===== config.mk =====
export PLATFORM = sky130hd
export DESIGN_NAME = crf_core_regs
export DESIGN_NICKNAME = d
export VERILOG_FILES = /design/src/rtl/crf_pkg.sv /design/src/rtl/crf_core_regs.sv /design/src/rtl/crf_flags.sv
export SDC_FILE = /design/constraint.sdc
export NUM_CORES = 1
export LEC_CHECK = 0
export BUFFER_PORTS_ARGS = -buffer_cell sky130_fd_sc_hd__clkbuf_2
export CAP_MARGIN = 20
export CORE_MARGIN = 2
export CORE_UTILIZATION = 40
export DETAILED_ROUTE_END_ITERATION = 8
export GPL_TIMING_DRIVEN = 0
export PLACE_DENSITY = 0.78
export SLEW_MARGIN = 5
export SYNTH_ARGS = -nofsm -noshare
export SYNTH_HDL_FRONTEND = slang
export SYNTH_SLANG_ARGS = --single-unit

===== constraint.sdc =====
create_clock -name mclk_in -period 1.7 [get_ports mclk_in]
set_clock_uncertainty 0.05 [all_clocks]
set_input_delay 0.17 -clock mclk_in [delete_from_list [all_inputs] [get_ports mclk_in]]
set_output_delay 0.17 -clock mclk_in [all_outputs]
set_load 0.03 [all_outputs]

===== src/rtl/crf_pkg.sv =====
// Package of constants and types for the core register file
package crf_pkg;
  localparam logic [8:0] CRF_FLAGS_ADDR = 9'h0f7;
  localparam logic [8:0] CRF_LOW_SPACE_TOP = 9'h0ff;
  localparam int CRF_PC_WIDTH = 16;
  localparam int CRF_BIT_IE = 0;
  localparam int CRF_BIT_ZERO = 1;
  localparam int CRF_BIT_CARRY = 2;
  localparam int CRF_BIT_SUPER = 3;
  localparam int CRF_BIT_BANK = 4;
  localparam logic [7:0] CRF_FLAGS_RESET = 8'h02;
  localparam logic [7:0] CRF_FLAGS_SW_MASK = 8'h17;
  localparam logic [7:0] CRF_FLAGS_ALU_MASK = 8'h06;
  localparam logic [7:0] CRF_BYTE_RESET = 8'h00;
  localparam logic [15:0] CRF_PC_RESET = 16'h0000;

  // Logical operation applied by software to the flags
  typedef enum logic [1:0] {
    CRF_FOP_NONE,
    CRF_FOP_OR,
    CRF_FOP_AND
  } crf_fop_t;

  // Selects which source writes the stack pointer
  typedef enum logic [2:0] {
    CRF_SP_HOLD,
    CRF_SP_INC,
    CRF_SP_DEC,
    CRF_SP_ADD,
    CRF_SP_LOAD
  } crf_spop_t;
endpackage


===== src/rtl/crf_core_regs.sv =====
// Architectural register set of the 8-bit core
//
// Behaviour
// - Program counter is 16 bits, unpaged.
// - Core registers change only by instructions.
// - Accumulator takes logical and arithmetic results.
// - Index register supplies indexed offset.
// - Stack pointer moves on stack instructions.
// - Exchange and add may load stack pointer.
// - Flags bit layout: IE, zero, carry, super, bank.
// - Software cannot change supervisory bit.
// - ALU operations update selected flags.
// - Software sets flags by OR, clears by AND.
// - Bank bit selects register bank.
// - Super bit shows supervisor execution.
// - Carry bit records previous carry.
// - Zero bit records previous zero result.
// - Global enable gates all interrupts.
// - Flags readable at fixed register address.
// - Program counter high holds bits 15-8.
// - Upper register space needs bank bit.
`timescale 1ns/10ps
module crf_core_regs
  import crf_pkg::*;
(
  // Clock and reset
  input wire logic mclk_in,
  input wire logic nrst_in,
  // Accumulator and index writes from execution
  input wire logic acc_we_in,
  input wire logic [7:0] acc_wdata_in,
  input wire logic idx_we_in,
  input wire logic [7:0] idx_wdata_in,
  // Stack pointer control
  input wire crf_spop_t sp_op_in,
  input wire logic [7:0] sp_wdata_in,
  // Program counter control
  input wire logic pc_inc_in,
  input wire logic pc_load_in,
  input wire logic [15:0] pc_wdata_in,
  // Flags control
  input wire crf_fop_t fop_in,
  input wire logic [7:0] fimm_in,
  input wire logic alu_upd_in,
  input wire logic [7:0] alu_upd_mask_in,
  input wire logic alu_zero_in,
  input wire logic alu_carry_in,
  input wire logic super_set_in,
  input wire logic super_clr_in,
  // Register space access from execution
  input wire logic [8:0] rs_addr_in,
  input wire logic rs_req_in,
  input wire logic [7:0] rs_ext_rdata_in,
  output logic rs_ext_sel_out,
  output logic rs_flags_hit_out,
  output logic [7:0] rs_rdata_out,
  // Interrupt gating
  input wire logic irq_pending_in,
  output logic irq_take_out,
  // Register values
  output logic [7:0] acc_out,
  output logic [7:0] idx_out,
  output logic [7:0] sp_out,
  output logic [7:0] pch_out,
  output logic [7:0] pcl_out,
  output logic [15:0] pc_out,
  output logic [7:0] flags_out,
  output logic bank_select_bit_out
);
  ////////////////////////////////////////////////////////////////////
  typedef struct packed {
    logic [7:0] accumulator;
    logic [7:0] index;
    logic [7:0] stack_top_pointer;
    logic [CRF_PC_WIDTH-1:0] program_counter;
  } crf_st_t;

  crf_st_t st_q;
  crf_st_t st_d;
  logic [7:0] flags_w;

  // Next stack pointer for the selected stack operation
  function automatic logic [7:0] crf_next_sp(input crf_spop_t op,
                                             input logic [7:0] sp,
                                             input logic [7:0] wd);
    logic [7:0] r;
    r = sp;
    case (op)
      CRF_SP_INC: r = sp + 8'h01;
      CRF_SP_DEC: r = sp - 8'h01;
      CRF_SP_ADD: r = sp + wd;
      CRF_SP_LOAD: r = wd;
      default: r = sp;
    endcase
    return r;
  endfunction

  crf_flags u_flags (
    .mclk_in(mclk_in),
    .nrst_in(nrst_in),
    .fop_in(fop_in),
    .fimm_in(fimm_in),
    .alu_upd_in(alu_upd_in),
    .alu_upd_mask_in(alu_upd_mask_in),
    .alu_zero_in(alu_zero_in),
    .alu_carry_in(alu_carry_in),
    .super_set_in(super_set_in),
    .super_clr_in(super_clr_in),
    .flags_out(flags_w)
  );

  ////////////////////////////////////////////////////////////////////
  // No register-space write path exists, so only instructions move them
  always_comb
  begin
    st_d = st_q;
    if (acc_we_in)
    begin
      st_d.accumulator = acc_wdata_in;
    end
    if (idx_we_in)
    begin
      st_d.index = idx_wdata_in;
    end
    st_d.stack_top_pointer = crf_next_sp(sp_op_in, st_q.stack_top_pointer,
                                         sp_wdata_in);
    // Load wins over increment so jumps and calls are never lost
    if (pc_load_in)
    begin
      st_d.program_counter = pc_wdata_in;
    end
    else if (pc_inc_in)
    begin
      st_d.program_counter = st_q.program_counter + 16'h0001;
    end
  end

  always_ff @(posedge mclk_in or negedge nrst_in)
  begin
    if (!nrst_in)
    begin
      st_q.accumulator <= CRF_BYTE_RESET;
      st_q.index <= CRF_BYTE_RESET;
      st_q.stack_top_pointer <= CRF_BYTE_RESET;
      st_q.program_counter <= CRF_PC_RESET;
    end
    else
    begin
      st_q <= st_d;
    end
  end

  ////////////////////////////////////////////////////////////////////
  // Register space decode
  logic upper_w;
  assign upper_w = rs_addr_in > CRF_LOW_SPACE_TOP;
  assign bank_select_bit_out = flags_w[CRF_BIT_BANK];
  // Upper space is unreachable with the bank bit clear
  assign rs_ext_sel_out = rs_req_in &&
                          (!upper_w || flags_w[CRF_BIT_BANK]);
  // Of the core registers, only the flags appear in the register space
  assign rs_flags_hit_out = rs_req_in &&
                            rs_addr_in == CRF_FLAGS_ADDR;
  assign rs_rdata_out = rs_flags_hit_out ? flags_w :
                        (rs_ext_sel_out ? rs_ext_rdata_in : 8'h00);

  assign irq_take_out = irq_pending_in && flags_w[CRF_BIT_IE];

  assign acc_out = st_q.accumulator;
  assign idx_out = st_q.index;
  assign sp_out = st_q.stack_top_pointer;
  assign pc_out = st_q.program_counter;
  assign pch_out = st_q.program_counter[15:8];
  assign pcl_out = st_q.program_counter[7:0];
  assign flags_out = flags_w;

  ////////////////////////////////////////////////////////////////////
  property p_acc_hold;
    @(posedge mclk_in) disable iff (!nrst_in)
      !acc_we_in |=> acc_out == $past(acc_out);
  endproperty
  a_acc_hold: assert property (p_acc_hold)
    else $error("Accumulator changed without a write");

  property p_acc_load;
    @(posedge mclk_in) disable iff (!nrst_in)
      acc_we_in |=> acc_out == $past(acc_wdata_in);
  endproperty
  a_acc_load: assert property (p_acc_load)
    else $error("Accumulator missed result");

  property p_sp_push;
    @(posedge mclk_in) disable iff (!nrst_in)
      sp_op_in == CRF_SP_INC |=> sp_out == $past(sp_out) + 8'h01;
  endproperty
  a_sp_push: assert property (p_sp_push)
    else $error("Stack pointer did not advance");

  property p_sp_add;
    @(posedge mclk_in) disable iff (!nrst_in)
      sp_op_in == CRF_SP_ADD |=>
        sp_out == 8'($past(sp_out) + $past(sp_wdata_in));
  endproperty
  a_sp_add: assert property (p_sp_add)
    else $error("Stack pointer add wrong");

  property p_pc_inc;
    @(posedge mclk_in) disable iff (!nrst_in)
      (pc_inc_in && !pc_load_in) |=> pc_out == $past(pc_out) + 16'h0001;
  endproperty
  a_pc_inc: assert property (p_pc_inc)
    else $error("Program counter did not increment");

  property p_pch_bits;
    @(posedge mclk_in) disable iff (!nrst_in)
      pc_load_in |=> {pch_out, pcl_out} == $past(pc_wdata_in);
  endproperty
  a_pch_bits: assert property (p_pch_bits)
    else $error("Program counter bytes misplaced");

  property p_bank_gate;
    @(posedge mclk_in) disable iff (!nrst_in)
      (rs_req_in && rs_addr_in > 9'h0ff && !flags_out[4]) |->
        !rs_ext_sel_out;
  endproperty
  a_bank_gate: assert property (p_bank_gate)
    else $error("Upper space reached with bank bit clear");

  property p_ie_gate;
    @(posedge mclk_in) disable iff (!nrst_in)
      !flags_out[0] |-> !irq_take_out;
  endproperty
  a_ie_gate: assert property (p_ie_gate)
    else $error("Interrupt taken while disabled");

  property p_flags_read;
    @(posedge mclk_in) disable iff (!nrst_in)
      (rs_req_in && rs_addr_in == 9'h0f7) |-> rs_rdata_out == flags_out;
  endproperty
  a_flags_read: assert property (p_flags_read)
    else $error("Flags read returned wrong value");

  property p_idx_load;
    @(posedge mclk_in) disable iff (!nrst_in)
      idx_we_in |=> idx_out == $past(idx_wdata_in);
  endproperty
  a_idx_load: assert property (p_idx_load)
    else $error("Index register missed its load");

  property p_idx_hold;
    @(posedge mclk_in) disable iff (!nrst_in)
      !idx_we_in |=> idx_out == $past(idx_out);
  endproperty
  a_idx_hold: assert property (p_idx_hold)
    else $error("Index register changed without a write");

  property p_sp_pop;
    @(posedge mclk_in) disable iff (!nrst_in)
      sp_op_in == CRF_SP_DEC |=> sp_out == $past(sp_out) - 8'h01;
  endproperty
  a_sp_pop: assert property (p_sp_pop)
    else $error("Stack pointer did not step back");

  property p_sp_load;
    @(posedge mclk_in) disable iff (!nrst_in)
      sp_op_in == CRF_SP_LOAD |=> sp_out == $past(sp_wdata_in);
  endproperty
  a_sp_load: assert property (p_sp_load)
    else $error("Stack pointer load wrong");

  property p_sp_hold;
    @(posedge mclk_in) disable iff (!nrst_in)
      sp_op_in == CRF_SP_HOLD |=> sp_out == $past(sp_out);
  endproperty
  a_sp_hold: assert property (p_sp_hold)
    else $error("Stack pointer moved without an operation");

  property p_pc_hold;
    @(posedge mclk_in) disable iff (!nrst_in)
      (!pc_inc_in && !pc_load_in) |=> pc_out == $past(pc_out);
  endproperty
  a_pc_hold: assert property (p_pc_hold)
    else $error("Program counter moved without a request");

  property p_pc_pair;
    @(posedge mclk_in) disable iff (!nrst_in)
      pc_out == {pch_out, pcl_out};
  endproperty
  a_pc_pair: assert property (p_pc_pair)
    else $error("Program counter bytes disagree with the whole");

  property p_ext_low;
    @(posedge mclk_in) disable iff (!nrst_in)
      (rs_req_in && rs_addr_in <= 9'h0ff) |-> rs_ext_sel_out;
  endproperty
  a_ext_low: assert property (p_ext_low)
    else $error("Lower register space not reachable");

  property p_rd_quiet;
    @(posedge mclk_in) disable iff (!nrst_in)
      (rs_req_in && !rs_ext_sel_out && !rs_flags_hit_out) |->
        rs_rdata_out == 8'h00;
  endproperty
  a_rd_quiet: assert property (p_rd_quiet)
    else $error("Refused access returned data");

  property p_ie_pass;
    @(posedge mclk_in) disable iff (!nrst_in)
      (irq_pending_in && flags_out[0]) |-> irq_take_out;
  endproperty
  a_ie_pass: assert property (p_ie_pass)
    else $error("Enabled interrupt not taken");

  property p_bank_out;
    @(posedge mclk_in) disable iff (!nrst_in)
      bank_select_bit_out == flags_out[4];
  endproperty
  a_bank_out: assert property (p_bank_out)
    else $error("Bank select output differs from flags");
endmodule


===== src/rtl/crf_flags.sv =====
// Flags register with logical update, ALU update and supervisory state
`timescale 1ns/10ps
module crf_flags
  import crf_pkg::*;
(
  // Clock and reset
  input wire logic mclk_in,
  input wire logic nrst_in,
  // Software logical update
  input wire crf_fop_t fop_in,
  input wire logic [7:0] fimm_in,
  // ALU result flags
  input wire logic alu_upd_in,
  input wire logic [7:0] alu_upd_mask_in,
  input wire logic alu_zero_in,
  input wire logic alu_carry_in,
  // Supervisory state
  input wire logic super_set_in,
  input wire logic super_clr_in,
  // Value
  output logic [7:0] flags_out
);
  typedef struct packed {
    logic [7:0] flags;
  } crf_flags_st_t;

  crf_flags_st_t st_q;
  crf_flags_st_t st_d;

  always_comb
  begin
    st_d = st_q;
    // Logical instruction has priority over ALU effects in the same cycle
    if (fop_in == CRF_FOP_OR)
    begin
      st_d.flags = st_q.flags | (fimm_in & CRF_FLAGS_SW_MASK);
    end
    else if (fop_in == CRF_FOP_AND)
    begin
      st_d.flags = st_q.flags & (fimm_in | ~CRF_FLAGS_SW_MASK);
    end
    else if (alu_upd_in)
    begin
      // Only the flags that the instruction names are touched
      if (alu_upd_mask_in[CRF_BIT_ZERO])
      begin
        st_d.flags[CRF_BIT_ZERO] = alu_zero_in;
      end
      if (alu_upd_mask_in[CRF_BIT_CARRY])
      begin
        st_d.flags[CRF_BIT_CARRY] = alu_carry_in;
      end
    end
    // Super follows the core's mode, never software
    if (super_set_in)
    begin
      st_d.flags[CRF_BIT_SUPER] = 1'b1;
    end
    else if (super_clr_in)
    begin
      st_d.flags[CRF_BIT_SUPER] = 1'b0;
    end
    st_d.flags[7:5] = 3'h0;
  end

  always_ff @(posedge mclk_in or negedge nrst_in)
  begin
    if (!nrst_in)
    begin
      st_q.flags <= CRF_FLAGS_RESET;
    end
    else
    begin
      st_q <= st_d;
    end
  end

  assign flags_out = st_q.flags;

  property p_super_locked;
    @(posedge mclk_in) disable iff (!nrst_in)
      (!super_set_in && !super_clr_in) |=>
        flags_out[CRF_BIT_SUPER] == $past(flags_out[CRF_BIT_SUPER]);
  endproperty
  a_super_locked: assert property (p_super_locked)
    else $error("Super bit changed without core mode change");

  property p_reserved_zero;
    @(posedge mclk_in) disable iff (!nrst_in)
      flags_out[7:5] == 3'h0;
  endproperty
  a_reserved_zero: assert property (p_reserved_zero)
    else $error("Reserved flag bits not zero");

  property p_or_sets;
    @(posedge mclk_in) disable iff (!nrst_in)
      (fop_in == CRF_FOP_OR) |=>
        ((flags_out & $past(fimm_in) & CRF_FLAGS_SW_MASK & 8'he7) ==
         ($past(fimm_in) & CRF_FLAGS_SW_MASK & 8'he7));
  endproperty
  a_or_sets: assert property (p_or_sets)
    else $error("OR to flags did not set bits");

  property p_alu_zero;
    @(posedge mclk_in) disable iff (!nrst_in)
      (fop_in == CRF_FOP_NONE && alu_upd_in && alu_upd_mask_in[1]) |=>
        flags_out[CRF_BIT_ZERO] == $past(alu_zero_in);
  endproperty
  a_alu_zero: assert property (p_alu_zero)
    else $error("Zero flag not taken from ALU");

  property p_alu_carry;
    @(posedge mclk_in) disable iff (!nrst_in)
      (fop_in == CRF_FOP_NONE && alu_upd_in && alu_upd_mask_in[2]) |=>
        flags_out[CRF_BIT_CARRY] == $past(alu_carry_in);
  endproperty
  a_alu_carry: assert property (p_alu_carry)
    else $error("Carry flag not taken from ALU");
endmodule


Word level (Yosys, flattened, before mapping)
Cells that the tools add are included.
{"block": "word_totals", "ff_bits": 45, "latchBits": 0, "ramBits": 0, "mem_bits_ro": 0, "output_inout_bits": 76, "wordCells": 50, "n_memories": 0}
{"block": "classes", "add_sub_neg": 4, "multipliers": 0, "div": 0, "magnitude_cmp": 1, "eq_ne": 7, "shift": 0, "n_mux": 14, "bitwise_logic": 2, "reduce_logical": 14}
{"cell": "16-bit 2-to-1 mux", "count": 2}
{"cell": "8-bit case mux with 4 select lines", "count": 1}
{"cell": "16-bit by 1-bit adder with 16-bit output (second input constant)", "count": 1}
{"cell": "8-bit 2-to-1 mux", "count": 2}
{"cell": "9-bit by 8-bit equality test with 1-bit output (second input constant)", "count": 1}
{"cell": "9-bit by 8-bit greater-than comparator with 1-bit output (second input constant)", "count": 1}
{"cell": "3-bit nonzero test", "count": 3}
{"cell": "8-bit by 1-bit adder with 8-bit output (second input constant)", "count": 1}
{"cell": "8-bit adder", "count": 1}
{"cell": "4-bit nonzero test", "count": 2}
{"cell": "8-bit by 1-bit subtractor with 8-bit output (second input constant)", "count": 1}
{"cell": "3-bit by 2-bit equality test with 1-bit output (second input constant)", "count": 2}
{"cell": "2-bit 2-to-1 mux", "count": 3}
{"cell": "5-bit bitwise AND", "count": 1}
{"cell": "1-bit 2-to-1 mux", "count": 5}
{"cell": "5-bit 2-to-1 mux", "count": 1}
{"cell": "5-bit OR", "count": 1}
{"cell": "2-bit AND reduction", "count": 2}
{"cell": "2-bit nonzero test", "count": 2}
{"cell": "3-bit by 1-bit equality test with 1-bit output (second input constant)", "count": 1}
{"cell": "3-bit equality test (second input constant)", "count": 1}
{"cell": "1-bit logical AND", "count": 3}
{"cell": "2-bit by 1-bit equality test with 1-bit output (second input constant)", "count": 1}
{"cell": "2-bit equality test (second input constant)", "count": 1}
{"cell": "2 further kinds", "count": 2}

Logic depth before layout (Yosys ltp)
{"block": "depth", "word_depth": 6, "ltp_mapped": 12}

Cells and area by module
A second synthesis with hierarchy kept.
{"block": "unflattened", "hier_cells": 340, "area_unflattened_um2": 3026.7}
{"mod": "crf_core_regs", "n_inst": 1, "cells_per_inst": 297, "area_per_inst_um2": 2637.5, "seq_area_each_um2": 1001.0}
{"mod": "crf_flags", "n_inst": 1, "cells_per_inst": 43, "area_per_inst_um2": 389.1, "seq_area_each_um2": 126.4}

Worst setup path after synthesis
No wires, ideal clock.
{"block": "synth_path", "path_kind": "input -> register", "startpoint": "in sp_op_in[2]", "endpoint": "reg st_q, in the netlist sp_out[6]", "setup_time_ns": 0.124, "t_arrival_ns": 2.319, "path_slack_ns": -0.793, "cell_stages": 12, "cell_sequence": "clkbuf_1 nand2b_1 or3b_2 ha_1 inv_1 fa_1 nor2b_1 o21ai_1 nand2b_1 a311oi_1 xnor2_1 o31a_1"}
{"block": "synth_via", "elab_chain_cells": 2, "elab_cells_between_ends": 6}
{"item": "start, declared", "line_no": "crf_core_regs.sv:35", "text": "input wire crf_spop_t sp_op_in,"}
{"item": "3-bit equality test, or another cell as far along", "line_no": "crf_core_regs.sv:88", "text": "case (op)"}
{"item": "8-bit case mux with 4 select lines or 4-bit nonzero test (tied branches)"}
{"item": "end signal, assigned", "line_no": "crf_core_regs.sv:149", "text": "st_q <= st_d;"}
{"item": "end, declared", "line_no": "crf_core_regs.sv:78", "text": "crf_st_t st_q;"}
Several ways; a longest one is shown, not always the timed one.
A chain may end at the register's enable or synchronous reset.

Worst setup path in the final report
Ends and elaborated chain as after synthesis.

==> reports/results.txt <==
By area, the combinational part of the netlist is dominated by simple AND/OR/NAND/NOR gates. The aggregate global-route resource usage came out at 19.29%. The tools report the vias after detailed routing as 2824.

Of the total power, registers draw 35.3%. The most common cell in the synthesized netlist is nand2_1. The mean number of vias per cell came out at 4.894. The maximum buffer depth of the clock tree is 2, and the count of yosys warnings during synthesis is 0.

The tools report the DRC violations left as 0. Summed over all nets, the switching power comes to 1.589 mW. The switching fraction of total power is 39.78%, and the final-report max-slew violation count is 0. The die is 87.84 µm wide. The number of search-and-repair iterations in the first detailed-routing pass is 4.

The run gives 62.20% as the worst slew margin relative to its limit. After technology mapping, the gate count stands at 310. The share of total power dissipated in the clock network is 20.4%. The final instance area came out at 4139 µm². In this run, the number of DRC markers left after iteration 0 of detailed routing was 94. The clock sink count was 45.

The internal power came out at 2.405 mW. The wire length reported by the detailed router was 7.766 mm; the share of post-route cells with drive strength above 1 was 51.14%. Of the total synthesized cell area, the portion taken by XOR and XNOR cells is 6.231%. OpenSTA, run right after detailed placement, puts the worst setup slack at -0.7863 ns. Of the synthesized area, sequential elements account for 40.10%.

For the worst setup margin, the log shows -0.3234 ns. Summed over all cells, the static leakage comes to 2.084 nW. Row count: 30.

In the synthesized netlist the dominant register cell turns out to be dfrtp_1. The multi-input combinational cells in the finished layout cover a total of 1595 µm². STA puts the critical path data required time at 1.84 ns. Clock tree synthesis selected as its root buffer the cell clkbuf_8.

The tools report the wire length on met1 as 3.189 mm. Of the total synthesized cell area, the portion taken by full adders, half adders and majority gates is 5.162%. The worst setup path is captured at a flip-flop.

Max-cap violations in this run came to 0. The compound-gate portion of the synthesized area was 13.17%; the cell count after placement was 559. The count of flip-flops with a built-in enable after synthesis works out to 0.

Power spread over the standard cell area amounts to 965.1 nW/µm². The data arrival time of the critical path is 2.16 ns, and the count of nets after finishing is 582. Once layout is complete, the cells apart from fillers number 577. Counting the fill cells in the layout gives 572. The final reports fail on setup timing. The flow ran to the end, but the final reports show violations. The average footprint of a synthesized cell is 9.069 µm². After synthesis the netlist holds a flip-flop and latch count of 45.

By count the netlist is led by 49 x nand2_1, 44 x dfrtp_1, 21 x o21ai_0. The run gives 44 as the post-synthesis cell type count. Once the floorplan was initialized, standard cells occupied 41.38% of the core. Type of the worst setup path: in2reg. Count of antenna diodes in the layout: 0. Timing would allow up to 0.4942 GHz. The H-tree was split into 2 levels. At the pin with the least slew margin, the transition time is 0.5649 ns. Setup violations remaining at the end of the flow were counted as 5.

The number of hold-slack violations in the final timing report was 0; the share of power burned in combinational logic was 44.3%. The run gives 2682 as the number of global-route vias before repair. Once detail routing completed, the nets flagged for antenna violations numbered 0.

The placed instance area is 3806 µm². Summing every instance area after synthesis gives 2811 µm². Area growth from synthesis to final layout: 47.22%. STA classifies the critical path startpoint as a primary input. The routed design could run at a clock period as short as 2.023 ns. The top-area cell type share of the netlist area was 39.16%. Setup repair after global routing could not meet its margin everywhere. In this run the vertical extent of the chip is 87.84 µm. Registers take 1135 µm².

The worst voltage drop across the vdd grid was 0.0004768 V; the area of the core region was 6794 µm². The class of the tightest hold or removal check was in2reg. The sum of met3 wire segment lengths after detailed routing is 551 µm. Routed signal wires occupy layers up through met4. Global routing finished with a remaining overflow of 0.

The maximum number of pins on one net before global-route repair was 30. Detailed placement ended at an HPWL of 5.977 mm. At the end of routability-driven placement, the weighted congestion stood at 0.8602. The run gives 5 as the number of buffers created by CTS. The number of port buffers came out at 150. Clock-pin slew was measured on the worst setup and hold paths at 0.09 ns. Of the post-synthesis cell area, the part taken by muxes is 7.566%. The first global-routing pass estimated 11.76 mm of wire. Summed over all nets, wire length on met2 after detailed routing comes to 3.890 mm.

After Yosys synthesis, and, or, nand and nor cells account for 18.56% of the synthesized area. The floorplan step defined a die boundary enclosing 7715 µm². The tools report the I/O pin count as 167. Along the worst path, the maximum fanout reaches 11. The later pin in the worst-skew pair is clocked with a latency of 0.30 ns. The overall power consumption came out at 3.995 mW. By area the synthesized netlist is led by dfrtp_1 39%, mux2_2 6.8%, nand2_1 6.5%.

The final total negative setup slack came out at -1.011 ns. Dividing the detail-routed wire length by the instance count gives 13.46 µm. Proportion of register bits with asynchronous set or reset after synthesis: 100.0%. Summed over all instances, the cell type with the most area after synthesis is dfrtp_1. The portion of the clock cycle consumed by the worst path in the final layout was 119.0%; the initial antenna violation count was 0.

TritonCTS built the clock tree.
-- state kept, by name (all words and copies together) (netlist names) --
name	flops
sp_out	8
pc_out	16
u_flags.flags_out	5
acc_out	8
idx_out	8
-- cells in the final DEF, fill, tap and decap left out, drive strengths merged, types with 2 or more instances in the layout --
| cell | Yosys | final |
|---|---|---|
| a311oi | 2 | 2 |
| and2 | 7 | 7 |
| nor2b | 6 | 6 |
| a21o | 4 | 4 |
| ha | 10 | 10 |
| a211oi | 3 | 3 |
| conb | 1 | 3 |
| nand2b | 5 | 5 |
| o21ai | 30 | 30 |
| nor2 | 5 | 5 |
| a21oi | 13 | 13 |
| dlygate4sd3 | 0 | 2 |
| a31oi | 7 | 7 |
| xnor2 | 7 | 7 |
| buf | 21 | 41 |
| dfrtp | 44 | 44 |
| nor3 | 2 | 2 |
| and3 | 6 | 6 |
| mux2 | 18 | 18 |
| clkbuf | 11 | 156 |
| xor2 | 13 | 13 |
| inv | 14 | 14 |
| nand3 | 8 | 8 |
| nand4 | 9 | 9 |
| nand2 | 49 | 49 |
-- layout make-up --
type	instances	share of cell area, %
multi-input combinational	221	38.54
sequential	45	27.42
timing repair buffer	163	22.46
buffer	30	4.807
tap	96	2.902
clock buffer	6	1.753
inverter	14	1.270
clock inverter	2	0.8464
-- worst paths after layout --
check | startpoint | endpoint | slack (ns) | depth (start not counted)
max | sp_op_in[2] | sp_out[6] | -0.32 | 12
min | pc_wdata_in[14] | pc_out[14] | 0.01 | 3
max reg2reg | sp_out[0] | sp_out[4] | -0.30 | 10
min reg2reg | u_flags.flags_out[3] | u_flags.flags_out[3] | 0.46 | 1
max in group asynchronous | nrst_in | pc_out[3] | 0.74 | 3
min in group asynchronous | nrst_in | sp_out[3] | 0.32 | 2
-- critical path: stages --
cell and delay (ns):
clkbuf_16 0.14, nand2b_4 0.14, or3b_4 0.38, ha_4 0.18, inv_2 0.05, fa_2 0.20, nor2b_2 0.05, o21ai_1 0.13
nand2b_1 0.11, a311oi_2 0.27, xnor2_1 0.10, o31a_1 0.24
-- per-layer routing --
layer	vias to the layer above	track usage, %
li1	1389	-
met1	1304	23.20
met2	120	34.44
met3	11	3.770
met4	0	6.434
met5	-	0
-- power groups by stage --
| stage | clock network, mW | logic, mW | registers (mW) |
|---|---|---|---|
| after floorplan | 0 | 0.813 | 1.71 |
| after global placement | 0 | 1.56 | 1.42 |
| after detailed placement | 0 | 1.61 | 1.43 |
| after CTS | 0.842 | 1.69 | 1.41 |
| after global routing | 0.863 | 1.91 | 1.43 |
| final | 0.817 | 1.77 | 1.41 |
-- cells by family (layout without fill, tap and decap cells) --
group	after synthesis	in the layout
mux	19	19
other cells	1	3
fa+ha+maj	11	11
simple gates	104	104
flops	45	45
buf+inv	46	215
compound gates	64	64
xor+xnor	20	20
-- per-stage QoR --
step / util, % / hold slack, ns
6_report: 60.92 / 0.01403
3_3_place_gp: 55.73 / 0.3014
5_1_grt: 60.92 / 0.03179
3_5_place_dp: 56.02 / 0.08630
2_1_floorplan: - / -0.1756
4_1_cts: 58.95 / 0.004376
-- repair_timing --
action / 4_1_cts / 5_1_grt
endpoints found under the hold margin: 16 / 0
pin swaps: 7 / 3
setup endpoints to repair: 15 / 19
setup buffers: 5 / 5
hold buffers: 2 / 0
gates resized for setup: 12 / 42
Power figures use the tool's default switching activity.
